### src/rtl/sio_defs.vh
// Purpose: constants for the clocked synchronous serial interface
// Assumes: 8-bit register port, printed offsets used as addresses
// Notes:   see summary below
// Summary of operation
// status bit 7 reads 1 while a transfer operation is in progress
// status bit 6 reads 1 while the shift register is shifting
// status bit 5 sticky receive overrun flag, kept until cleared
// status bit 4 set when a byte was received since last buffer read
// status bit 3 sticky transmit underrun flag, kept until cleared
// status bit 2 shows transmit buffer holds untransmitted data
// reading status clears overrun and underrun flags
// reading the data buffer clears the receive-complete flag
// writing mode 00 clears all status bits, running or not
// deep halt or idle-zero entry forces mode 00 and clears status
// status bits 1 and 0 read 0; status read-only, resets to 0
// clock-gate enable 0 stops the interface; resets to 0
// software sets the clock-gate enable before touching control registers
// software never clears the clock-gate enable during a transfer
// bit-order 0 shifts LSB first, 1 shifts MSB first
// clock codes 000..110 generate the clock and drive the clock pin
// code 111 shifts on the external clock pin, which partner drives
// dividers 512..2 of gear clock; slow modes only code 110, fs/8
// edge select 0: launch on falling, sample on rising
// edge select 1: launch on rising, sample on falling
// partner leaves four gear clocks between byte's last and next edge
// mode 00 stop, 01 transmit, 10 receive, 11 both
// buffer read gives last received byte or 0; write loads transmit byte
// one 8-bit shift register, exactly eight bits per byte
`ifndef SIO_DEFS_VH
`define SIO_DEFS_VH

`define ADDR_CONTROL    12'h01f
`define ADDR_STATUS     12'h020
`define ADDR_DATA       12'h021
`define ADDR_POWER_GATE 12'hf76

`define CTL_EDGE  7
`define CTL_CKS_HI 6
`define CTL_CKS_LO 4
`define CTL_DIR   3
`define CTL_START 2

`define MODE_STOP 2'h0
`define MODE_TX   2'h1
`define MODE_RX   2'h2
`define MODE_TXRX 2'h3

`define CKS_EXT   3'h7
`define CKS_LOW   3'h6

// half period minus one, in gear clocks
`define HALF_512  8'hff
`define HALF_64   8'h1f
`define HALF_32   8'h0f
`define HALF_16   8'h07
`define HALF_8    8'h03
`define HALF_4    8'h01
`define HALF_2    8'h00
// half of fs/8, minus one, in low-frequency clock edges
`define HALF_FS   8'h03

`define BIT_LAST  3'h7
`define BYTE_ZERO 8'h00
`define SO_IDLE   1'b1

`endif

### src/rtl/sync_serial_status_clocking.v
// Purpose: 8-bit clocked synchronous serial interface with status
// Assumes: gear clock is i_core_clk; pin inputs arrive asynchronously
// Notes:   registers on a plain strobe port, read data one cycle later
//
// The implementer's own choice: the strobed register port.
`include "sio_defs.vh"

module sync_serial_status_clocking (
	// clock and reset
	input  wire        i_core_clk,
	input  wire        i_reset_n,
	// register port
	input  wire [11:0] i_addr,
	input  wire [7:0]  i_wdata,
	input  wire        i_wr,
	input  wire        i_rd,
	output wire [7:0]  o_rdata,
	// power mode control
	input  wire        i_halt_entry,
	input  wire        i_low_speed_mode,
	input  wire        i_low_freq_clk,
	// serial pins
	input  wire        i_sck,
	output wire        o_sck,
	output wire        o_sck_oe,
	input  wire        i_serial_in,
	output wire        o_serial_out
);

	reg        rst_a_q;
	reg        rst_n_q;
	reg  [7:0] rdata_q;
	reg        gate_en_q;
	reg        edge_q;
	reg  [2:0] cks_q;
	reg        dir_q;
	reg        start_q;
	reg  [1:0] mode_q;
	reg        active_q;
	reg        shift_q;
	reg        ovr_q;
	reg        rx_complete_flag_q;
	reg        unr_q;
	reg        full_q;
	reg        stop_pend_q;
	reg  [7:0] sr_q;
	reg  [7:0] tx_buf_q;
	reg  [7:0] rx_data_q;
	reg  [2:0] bit_q;
	reg        sck_q;
	reg        sck_oe_q;
	reg        so_q;
	reg  [7:0] div_q;
	reg  [2:0] sck_sync_q;
	reg  [2:0] si_sync_q;
	reg  [2:0] fs_sync_q;
	reg        sck_st_q;
	reg        sck_prev_q;
	reg        si_st_q;
	reg        fs_st_q;
	reg        fs_prev_q;

	// pin synchronisers; a change counts once stages two and three agree
	always @(posedge i_core_clk or negedge rst_n_q) begin
		if (!rst_n_q) begin
			sck_sync_q <= 3'h0;
			si_sync_q  <= 3'h0;
			fs_sync_q  <= 3'h0;
			sck_st_q   <= 1'b0;
			sck_prev_q <= 1'b0;
			si_st_q    <= 1'b0;
			fs_st_q    <= 1'b0;
			fs_prev_q  <= 1'b0;
		end else begin
			sck_sync_q <= {sck_sync_q[1:0], i_sck};
			si_sync_q  <= {si_sync_q[1:0], i_serial_in};
			fs_sync_q  <= {fs_sync_q[1:0], i_low_freq_clk};
			if (sck_sync_q[1] == sck_sync_q[2])
				sck_st_q <= sck_sync_q[2];
			if (si_sync_q[1] == si_sync_q[2])
				si_st_q <= si_sync_q[2];
			if (fs_sync_q[1] == fs_sync_q[2])
				fs_st_q <= fs_sync_q[2];
			sck_prev_q <= sck_st_q;
			fs_prev_q  <= fs_st_q;
		end
	end

	// reset release through two flops
	always @(posedge i_core_clk or negedge i_reset_n) begin
		if (!i_reset_n) begin
			rst_a_q <= 1'b0;
			rst_n_q <= 1'b0;
		end else begin
			rst_a_q <= 1'b1;
			rst_n_q <= rst_a_q;
		end
	end

	wire internal  = (cks_q != `CKS_EXT);
	wire tx_on     = mode_q[0];
	wire rx_on     = mode_q[1];
	wire sck_idle  = ~edge_q;
	wire ext_rise  = sck_st_q & ~sck_prev_q;
	wire ext_fall  = ~sck_st_q & sck_prev_q;
	wire fs_edge   = fs_st_q & ~fs_prev_q;

	// a read of a register is a side effect only when the interface is clocked
	wire wr_ctl  = i_wr & gate_en_q & (i_addr == `ADDR_CONTROL);
	wire wr_data = i_wr & gate_en_q & (i_addr == `ADDR_DATA);
	wire rd_stat = i_rd & gate_en_q & (i_addr == `ADDR_STATUS);
	wire rd_data = i_rd & gate_en_q & (i_addr == `ADDR_DATA);

	// divider: slow modes only run with code 110 on the low-frequency clock
	reg  [7:0] half;
	reg        div_step;
	always @* begin
		half     = `HALF_2;
		div_step = ~i_low_speed_mode;
		case (cks_q)
			3'h0: half = `HALF_512;
			3'h1: half = `HALF_64;
			3'h2: half = `HALF_32;
			3'h3: half = `HALF_16;
			3'h4: half = `HALF_8;
			3'h5: half = `HALF_4;
			3'h6: begin
				half = i_low_speed_mode ? `HALF_FS : `HALF_2;
				div_step = i_low_speed_mode ? fs_edge : 1'b1;
			end
			default: half = `HALF_2;
		endcase
	end

	wire int_run  = gate_en_q & shift_q & internal;
	wire int_tick = int_run & div_step & (div_q == half);

	// leading edge leaves the idle level and launches, trailing edge samples;
	// idle high for edge 0 gives falling launch, idle low for edge 1 rising
	wire int_launch = int_tick & (sck_q == sck_idle);
	wire int_sample = int_tick & (sck_q != sck_idle);
	wire ext_ok     = gate_en_q & active_q & ~internal;
	wire ext_launch = ext_ok & (edge_q ? ext_rise : ext_fall);
	wire ext_sample = ext_ok & (edge_q ? ext_fall : ext_rise);
	wire launch     = int_launch | (ext_launch & shift_q);
	wire sample     = int_sample | (ext_sample & shift_q);
	wire done       = sample & (bit_q == `BIT_LAST);

	wire       out_bit = dir_q ? sr_q[7] : sr_q[0];
	wire [7:0] sr_next = dir_q ? {sr_q[6:0], si_st_q} : {si_st_q, sr_q[7:1]};

	// auto wait of the internal clock ends when data and buffer allow it
	wire can_go = active_q & internal & ~shift_q & ~stop_pend_q
		& (~tx_on | full_q) & (~rx_on | ~rx_complete_flag_q);
	wire ext_go = ext_ok & ~shift_q & tx_on & full_q;

	always @(posedge i_core_clk or negedge rst_n_q) begin
		if (!rst_n_q) begin
			rdata_q     <= `BYTE_ZERO;
			gate_en_q   <= 1'b0;
			edge_q      <= 1'b0;
			cks_q       <= 3'h0;
			dir_q       <= 1'b0;
			start_q     <= 1'b0;
			mode_q      <= `MODE_STOP;
			active_q    <= 1'b0;
			shift_q     <= 1'b0;
			ovr_q       <= 1'b0;
			rx_complete_flag_q      <= 1'b0;
			unr_q       <= 1'b0;
			full_q      <= 1'b0;
			stop_pend_q <= 1'b0;
			sr_q        <= `BYTE_ZERO;
			tx_buf_q    <= `BYTE_ZERO;
			rx_data_q   <= `BYTE_ZERO;
			bit_q       <= 3'h0;
			sck_q       <= 1'b1;
			sck_oe_q    <= 1'b0;
			so_q        <= `SO_IDLE;
			div_q       <= 8'h00;
		end else begin
			// register reads; status low bits read zero
			rdata_q <= `BYTE_ZERO;
			if (i_rd) begin
				case (i_addr)
					`ADDR_STATUS: if (gate_en_q)
						rdata_q <= {active_q, shift_q, ovr_q, rx_complete_flag_q,
							unr_q, full_q, 2'b00};
					`ADDR_DATA: if (gate_en_q)
						rdata_q <= rx_data_q;
					`ADDR_CONTROL: if (gate_en_q)
						rdata_q <= {edge_q, cks_q, dir_q, start_q, mode_q};
					`ADDR_POWER_GATE: rdata_q <= {7'h00, gate_en_q};
					default: rdata_q <= `BYTE_ZERO;
				endcase
			end
			if (i_wr && i_addr == `ADDR_POWER_GATE)
				gate_en_q <= i_wdata[0];

			// divider and serial clock
			if (!int_run) begin
				div_q <= 8'h00;
			end else if (div_step) begin
				div_q <= (div_q == half) ? 8'h00 : div_q + 8'h01;
			end
			if (int_tick)
				sck_q <= ~sck_q;
			else if (!shift_q || !internal)
				sck_q <= sck_idle;
			sck_oe_q <= gate_en_q & internal & (mode_q != `MODE_STOP);

			// flags cleared by reads; a set later in this block wins
			if (rd_stat) begin
				ovr_q <= 1'b0;
				unr_q <= 1'b0;
			end
			if (rd_data)
				rx_complete_flag_q <= 1'b0;

			// shifting
			if (launch)
				so_q <= tx_on ? out_bit : `SO_IDLE;
			if (sample) begin
				sr_q  <= sr_next;
				bit_q <= bit_q + 3'h1;
			end
			if (ext_launch && !shift_q && tx_on)
				unr_q <= 1'b1;
			if (done) begin
				bit_q <= 3'h0;
				if (rx_on) begin
					rx_data_q <= sr_next;
					rx_complete_flag_q    <= 1'b1;
					if (rx_complete_flag_q && !rd_data)
						ovr_q <= 1'b1;
				end
				if (stop_pend_q) begin
					active_q    <= 1'b0;
					shift_q     <= 1'b0;
					full_q      <= 1'b0;
					start_q     <= 1'b0;
					stop_pend_q <= 1'b0;
					if (internal)
						so_q <= `SO_IDLE;
				end else if (tx_on && full_q) begin
					sr_q   <= tx_buf_q;
					full_q <= 1'b0;
				end else if (internal || tx_on) begin
					shift_q <= 1'b0;
					if (internal)
						so_q <= `SO_IDLE;
				end
			end else if (can_go || ext_go) begin
				shift_q <= 1'b1;
				if (tx_on) begin
					sr_q   <= tx_buf_q;
					full_q <= 1'b0;
				end
			end

			// buffer write: queue while a byte is in the shifter
			if (wr_data) begin
				tx_buf_q <= i_wdata;
				if (active_q && tx_on)
					full_q <= 1'b1;
			end

			// control write
			if (wr_ctl) begin
				if (!active_q) begin
					edge_q <= i_wdata[`CTL_EDGE];
					cks_q  <= i_wdata[`CTL_CKS_HI:`CTL_CKS_LO];
					dir_q  <= i_wdata[`CTL_DIR];
					mode_q <= i_wdata[1:0];
					if (i_wdata[`CTL_START] && i_wdata[1:0] != `MODE_STOP) begin
						start_q  <= 1'b1;
						active_q <= 1'b1;
						shift_q  <= 1'b1;
						sr_q     <= tx_buf_q;
						bit_q    <= 3'h0;
					end
				end else if (!i_wdata[`CTL_START] && start_q) begin
					if (!shift_q) begin
						active_q <= 1'b0;
						full_q   <= 1'b0;
						start_q  <= 1'b0;
						if (internal)
							so_q <= `SO_IDLE;
					end else begin
						stop_pend_q <= 1'b1;
						start_q     <= 1'b0;
					end
				end
			end

			// forced stop by mode 00 or low power entry clears all status
			if ((wr_ctl && i_wdata[1:0] == `MODE_STOP) || i_halt_entry) begin
				mode_q      <= `MODE_STOP;
				start_q     <= 1'b0;
				active_q    <= 1'b0;
				shift_q     <= 1'b0;
				ovr_q       <= 1'b0;
				rx_complete_flag_q      <= 1'b0;
				unr_q       <= 1'b0;
				full_q      <= 1'b0;
				stop_pend_q <= 1'b0;
				bit_q       <= 3'h0;
				so_q        <= `SO_IDLE;
				sck_q       <= 1'b1;
			end
		end
	end

	assign o_rdata      = rdata_q;
	assign o_sck        = sck_q;
	assign o_sck_oe     = sck_oe_q;
	assign o_serial_out = so_q;

endmodule

### config.mk
export PLATFORM = sky130hd
export DESIGN_NAME = sync_serial_status_clocking
export DESIGN_NICKNAME = d
export VERILOG_FILES = /design/src/rtl/sync_serial_status_clocking.v
export VERILOG_INCLUDE_DIRS = /design/src /design/src/rtl
export SDC_FILE = /design/constraint.sdc
export NUM_CORES = 1
export LEC_CHECK = 0
export BUFFER_PORTS_ARGS = -buffer_cell sky130_fd_sc_hd__buf_2
export CAP_MARGIN = 10
export CORE_MARGIN = 2
export CORE_UTILIZATION = 35
export DETAILED_ROUTE_END_ITERATION = 6
export PLACE_DENSITY = 0.51
export SYNTH_ARGS = -nofsm -noshare
export SYNTH_HDL_FRONTEND = slang
export SYNTH_SLANG_ARGS = --single-unit
### constraint.sdc
create_clock -name i_core_clk -period 2.2 [get_ports i_core_clk]
set_input_delay 0.44 -clock i_core_clk [delete_from_list [all_inputs] [get_ports i_core_clk]]
set_output_delay 0.44 -clock i_core_clk [all_outputs]
set_load 0.01 [all_outputs]
# Word level (Yosys, flattened, before mapping)
# Cells that the tools add are included.
dict set report op_classes {
  add_sub_neg 2
  eq_ne 20
  n_mux 104
  bitwise 49
  n_reduce_logical 27
}
# cell count
set ops {}
lappend ops {{$mux W8} 17}
lappend ops {{$mux W1} 75}
lappend ops {{$pmux W8 S7} 1}
lappend ops {{$and A1 B1 Y1} 32}
lappend ops {{$pmux W8 S4} 1}
lappend ops {{$eq A12 B6 Y1 const B} 2}
lappend ops {{$mux W3} 6}
lappend ops {{$not A1 Y1} 13}
lappend ops {{$eq A12 B12 Y1 const B} 1}
lappend ops {{$eq A12 B5 Y1 const B} 1}
lappend ops {{$eq A3 B3 Y1 const B} 4}
lappend ops {{$logic_and A1 B1 Y1} 9}
lappend ops {{$add A8 B1 Y8 const B} 1}
lappend ops {{$eq A8 B8 Y1} 1}
lappend ops {{$mux W2} 4}
lappend ops {{$eq A3 B2 Y1 const B} 2}
lappend ops {{$reduce_and A2 Y1} 3}
lappend ops {{$reduce_bool A2 Y1} 3}
lappend ops {{$reduce_bool A3 Y1} 2}
lappend ops {{$eq A1 B1 Y1} 4}
lappend ops {{$logic_not A1 Y1} 4}
lappend ops {{$logic_or A1 B1 Y1} 4}
lappend ops {{$or A1 B1 Y1} 4}
lappend ops {{$add A3 B1 Y3 const B} 1}
lappend ops {{7 further kinds} 7}
dict set report totals {
  ff_bits 78
  in_bits 29
  out_inout_bits 11
}

# Longest topological paths before layout
dict set report logic_depth {
  word_depth 20
  ltp_mapped 8
  ltp_nobuf 6
}

# Worst setup path before layout
# OpenSTA, ideal clock, no wires.
dict set report synth_path {
  path_kind {flip-flop to flip-flop}
  startpoint {register cks_q[2]}
  endpoint {register sr_q[4]}
  setup_time_ns 0.125
  arrival_time_ns 2.316
  t_required_ns 2.075
  path_slack_ns -0.240
  stages_incl_launch_ff 9
  n_path_buf 2
  cell_sequence {dfrtp_1 -> buf_6 -> nor3_1 -> mux2i_1 -> nand4_2 -> o31ai_4 -> buf_6 -> mux2_2 -> mux2_2}
}
dict set report synth_via {
  elab_chain_len 13
  elab_cells_between_ends 39
}
# item line
set synth_lines {}
lappend synth_lines {{start: declaration} sync_serial_status_clocking.v:35} ;# reg [2:0] cks_q;
lappend synth_lines {{start signal: assignment} sync_serial_status_clocking.v:272} ;# cks_q <= i_wdata[`CTL_CKS_HI:`CTL_CKS_LO];
lappend synth_lines {{$eq A3 B3 Y1, or another cell as far along} sync_serial_status_clocking.v:120} ;# case (cks_q)
lappend synth_lines {{$pmux W8 S7, or another cell as far along} sync_serial_status_clocking.v:120}
lappend synth_lines {{$eq A8 B8 Y1, or another cell as far along} sync_serial_status_clocking.v:136} ;# wire int_tick = int_run & div_step & (div_q == half);
lappend synth_lines {{$and A1 B1 Y1 (on tied branches)} {sync_serial_status_clocking.v:136, sync_serial_status_clocking.v:144}}
lappend synth_lines {{$and A1 B1 Y1 (on tied branches)} {sync_serial_status_clocking.v:141, sync_serial_status_clocking.v:146}}
lappend synth_lines {{$or A1 B1 Y1} sync_serial_status_clocking.v:146} ;# wire sample = int_sample | (ext_sample & shift_q);
lappend synth_lines {{$mux W8} sync_serial_status_clocking.v:223} ;# if (sample) begin
lappend synth_lines {{$mux W8 (on tied branches)} {sync_serial_status_clocking.v:255, sync_serial_status_clocking.v:245}}
lappend synth_lines {{$mux W8 (on tied branches)} {sync_serial_status_clocking.v:253, sync_serial_status_clocking.v:237}}
lappend synth_lines {{$mux W8 *} sync_serial_status_clocking.v:229} ;# if (done) begin
lappend synth_lines {{$mux W8} sync_serial_status_clocking.v:275} ;# if (i_wdata[`CTL_START] && i_wdata[1:0] != `MODE_STOP) begin
lappend synth_lines {{$mux W8} sync_serial_status_clocking.v:270} ;# if (!active_q) begin
lappend synth_lines {{$mux W8 *} sync_serial_status_clocking.v:269} ;# if (wr_ctl) begin
lappend synth_lines {{end signal: assignment} sync_serial_status_clocking.v:224} ;# sr_q <= sr_next;
lappend synth_lines {{end signal: assignment} sync_serial_status_clocking.v:246} ;# sr_q <= tx_buf_q;
lappend synth_lines {{end signal: assignment} sync_serial_status_clocking.v:279} ;# sr_q <= tx_buf_q;
lappend synth_lines {{end: declaration} sync_serial_status_clocking.v:46} ;# reg [7:0] sr_q;
# Every way passes the cells marked *; elsewhere a longest branch is shown, timed or not.
# A chain may end at the register's enable or synchronous reset.

# Worst setup path after layout
dict set report layout_path {
  startpoint {register cks_q[0]}
  endpoint {register sr_q[7]}
}
# The elaborated chain is that of the path after synthesis.

==> flow_metrics.tcl <==
set metrics [dict create \
    status "complete, but fails checks" \
    violations "setup timing" \
    fin_crit_ns 2.29 \
    seq_power_share_pct 54.5 \
    numCtsBuffers 9 \
    crit_cells 8 \
    setup_viol 8 \
    dr.first_iter.drc_count 164 \
    synth_warnings 0 \
    die_height_um 109 \
    p_comb_share_pct 3.9 \
    cts_root_buf "clkbuf_8" \
    startpoint "cks_q[0]" \
    die_w_um 109 \
    area_delta_synth_final_pct 33.5 \
    whs_ns 0.170 \
    wire_per_inst_um 16.4 \
    ys.flop_type "dfrtp_1" \
    endpoint "sr_q[7]" \
    fmax_ghz 0.437 \
    core_area_um2 10800 \
    final-hold-violation-count 0 \
    cp_max_fo 10 \
    slew_viol_final 0 \
    drt-total-wl_mm 9.77 \
    grt_usage_pct 18.1 \
    num_vias 3082 \
    num_rows 38 \
    sw_frac_of_total_pct 24.7 \
    p_per_area_nw_per_um2 527 \
    min_path_type "in -> reg" \
    synth.net_count 376 \
    required_ns 2.45 \
    cp-end-kind "flip-flop" \
    cts_tree "built" \
    synth-seq-cells 78 \
    p_int_uw 2040 \
    drive_gt1_share_pct 43.5 \
    worstMarginPinSlew_ns 0.615 \
    h-tree-depth 3 \
    synthArstFlopShare_pct 100 \
    p_leak_uw 0.00243 \
    r2r-start "cks_q[0]" \
    io_buffers 39 \
    place_ws_ns -0.226 \
    clkSinkCount 78 \
    grt_max_degree 47 \
    r2r_setup_slack_ns -0.09 \
    timing.final.ws_setup_ns -0.0858 \
    cpMaxStageDelayCell "dfrtp_1" \
    initial_utilization_pct 35.7 \
    synth_edf_count 0 \
    stdcell_count 597 \
    syn-instance-count 344 \
    maxCapViolCount 0 \
    placed_cells 569 \
    cpLargestDelayFamily "compound AO/OA/AOI/OAI gates" \
    yosysUniqueCellTypes 59 \
    grt_pass1_wl_mm 16.1 \
    antenna_found_initial 0 \
    vias_per_cell 5.16 \
    cts_buffer_depth 2 \
    critPathMaxStageDelay_ns 0.41 \
    nNetsFinal 484 \
    r2r_cells 8 \
    synth_area_um2 3850 \
    seq_area_frac_synth_pct 50.7 \
    cp_cell_sequence "buf_12 -> o41ai_4 -> nand3_2 -> o31ai_4 -> buf_6 -> buf_6 -> mux2_4 -> mux2_4" \
    startpoint_type "flip-flop" \
    clk_pin_slew_worst_paths_ns 0.09 \
    p_total_uw 2710 \
    crit_type "reg -> reg" \
    slew-limit-headroom_pct 58.9 \
    clkPwrFrac_pct 41.6 \
    synth.avg_cell_area_um2 11.2 \
    fin_crit_sh_pct 104 \
    ant_nets 0 \
    place_hpwl_mm 7.20 \
    drc 0 \
    diodes 0 \
    rsz0062_at_grt "true" \
    place_congestion 0.858 \
    dieArea_um2 11900 \
    grt_pass1_vias 3113 \
    skew_ns 0.00784 \
    nFillCells 1025 \
    power.switching_uw 670 \
    r2r-end "sr_q[7]" \
    dr.pass1.iters 5 \
    grt.overflow.total 0 \
    arrival_ns 2.54 \
    ir_worst_vdd_mv 0.316 \
    clock_latency_ns 0.37 \
    worstPathBufferInverterCount 3 \
    ioPinCount 40 \
]
[what timing repair did]
item	4_1_cts	5_1_grt
buffers inserted	5	5
endpoints found under the hold margin	2	0
gates resized for setup	26	13
pin swaps	6	6
setup endpoints to repair	25	26
gates cloned	1	0
hold buffers	1	0
[cell families (layout without fill, tap and decap cells)]
kind of cell / count (synthesis) / after routing / share of synthesized area [%]
AND/OR/NAND/NOR: 114 / 115 / 15.6
flip-flops: 78 / 78 / 50.7
AO/OA/AOI/OAI: 64 / 64 / 12.4
multiplexers: 53 / 53 / 15.4
buffers and inverters: 24 / 136 / 3.09
adder cells (fa/ha/maj): 6 / 6 / 1.75
XOR/XNOR: 4 / 4 / 0.910
other: 1 / 1 / 0.0974
[synth_stat cells, types with 2 or more instances]
library cell  count  area (µm²)
a211oi_1          3        22.5
nor3b_1           4        30.0
o41ai_1           2        17.5
nor4_1            4        25.0
dfrtp_1          76        1900
buf_2             2        10.0
a22oi_1           2        15.0
o22ai_1           2        12.5
or4_1             2        15.0
nor3_1            9        45.0
o31ai_1           2        15.0
o31a_1            2        17.5
and3_1            8        50.1
clkbuf_1         10        37.5
mux2i_1           8        80.1
a22o_1            2        17.5
a21oi_1           8        40.0
nor2_1           28         105
a2111oi_0         2        17.5
o21ai_0          14        70.1
dfstp_2           2        52.6
ha_1              3        37.5
nand3_1          14        70.1
xor2_1            2        17.5
o21bai_1          5        37.5
buf_6             3        33.8
maj3_1            3        30.0
or2_2             2        12.5
nor2b_1           5        31.3
a21o_1            4        30.0
a211o_1           2        17.5
mux2_4            2        30.0
xnor2_1           2        17.5
a222oi_1          6        60.1
mux2_2           43         484
nand3b_1          3        22.5
inv_1             8        30.0
nand2b_1          3        18.8
nand2_1          22        82.6
[per-stage QoR]
step	TNS [ns]	utilization [%]	area, µm²
3_5_place_dp	-3.46	43.4	4690
3_3_place_gp	-2.56	43.4	4690
4_1_cts	-1.41	46.8	5050
2_1_floorplan	-0.434	-	3910
5_1_grt	-1.88	47.6	5140
6_report	-0.631	47.6	5140
[state kept, by name, indices dropped and copies added (netlist names), 2 cells and up]
register,count
si_sync_q,3
mode_q,2
sr_q,8
cks_q,3
fs_sync_q,3
div_q,8
rx_data_q,8
sck_sync_q,3
tx_buf_q,8
bit_q,3
o_rdata,8
[per-layer routing]
metal  GRT usage, %  vias to the layer above  part of all wire (%)
met1           25.4                     1507                    47
met4           8.42                        0                   2.9
met3           4.00                       23                   4.4
li1               -                     1485                     -
met5              0                        -                     0
met2           26.7                       67                    45
[cell usage in the layout, fill, tap and decap left out, types with 3 or more instances in the layout]
cell       n
ha_1       3
nand3b_1   3
a222oi_1   6
a21o_1     4
o21ai_1    3
inv_6      4
nor3b_1    4
a21oi_1    8
mux2_2    28
mux2_4    17
nand2b_1   3
nor3_1     7
nor4_1     4
buf_12     4
maj3_1     3
and3_1     8
inv_1      8
dfrtp_1   73
buf_2     39
o21bai_1   5
nor2_1    27
nand3_1   13
o21ai_0   11
nand2_1   22
buf_6      9
mux2i_1    8
nor2b_1    4
buf_4     59
clkbuf_8   9
[worst reg2reg max path, delay by kind of cell (launching register included)]
| kind | cells | cell delay (ns) |
|---|---|---|
| multiplexers | 2 | 0.55 |
| buffers and inverters | 3 | 0.42 |
| AND/OR/NAND/NOR | 1 | 0.16 |
| AO/OA/AOI/OAI | 2 | 0.63 |
| flip-flops | 1 | 0.41 |
[worst min-delay path by stage]
stage,from,end,cells after the start
floorplan,i_reset_n,rst_a_q,0
global placement,i_reset_n,rst_a_q,1
detailed placement,i_reset_n,rst_a_q,1
CTS,i_serial_in,si_sync_q[0],1
global route,i_low_freq_clk,fs_sync_q[0],1
finish,i_low_freq_clk,fs_sync_q[0],1
[power groups by stage]
stage | clock network, µW | registers (µW) | logic [µW]
floorplan | 0 | 1510 | 29.5
global placement | 0 | 1500 | 104
detailed placement | 0 | 1510 | 105
CTS | 1160 | 1480 | 108
global route | 1220 | 1480 | 119
finish | 1130 | 1480 | 107
[cell type report]
class                           count  area [µm²]  share of cell area (%)
Sequential cell                    78        1960                    38.1
Tap cell                          140         175                    3.41
Multi-Input combinational cell    243        1950                    37.8
Timing Repair Buffer              112         830                    16.1
Clock inverter                      7        77.6                    1.51
Clock buffer                        9         124                    2.41
Inverter                            8        30.0                   0.584
Power figures use the tool's default switching activity.
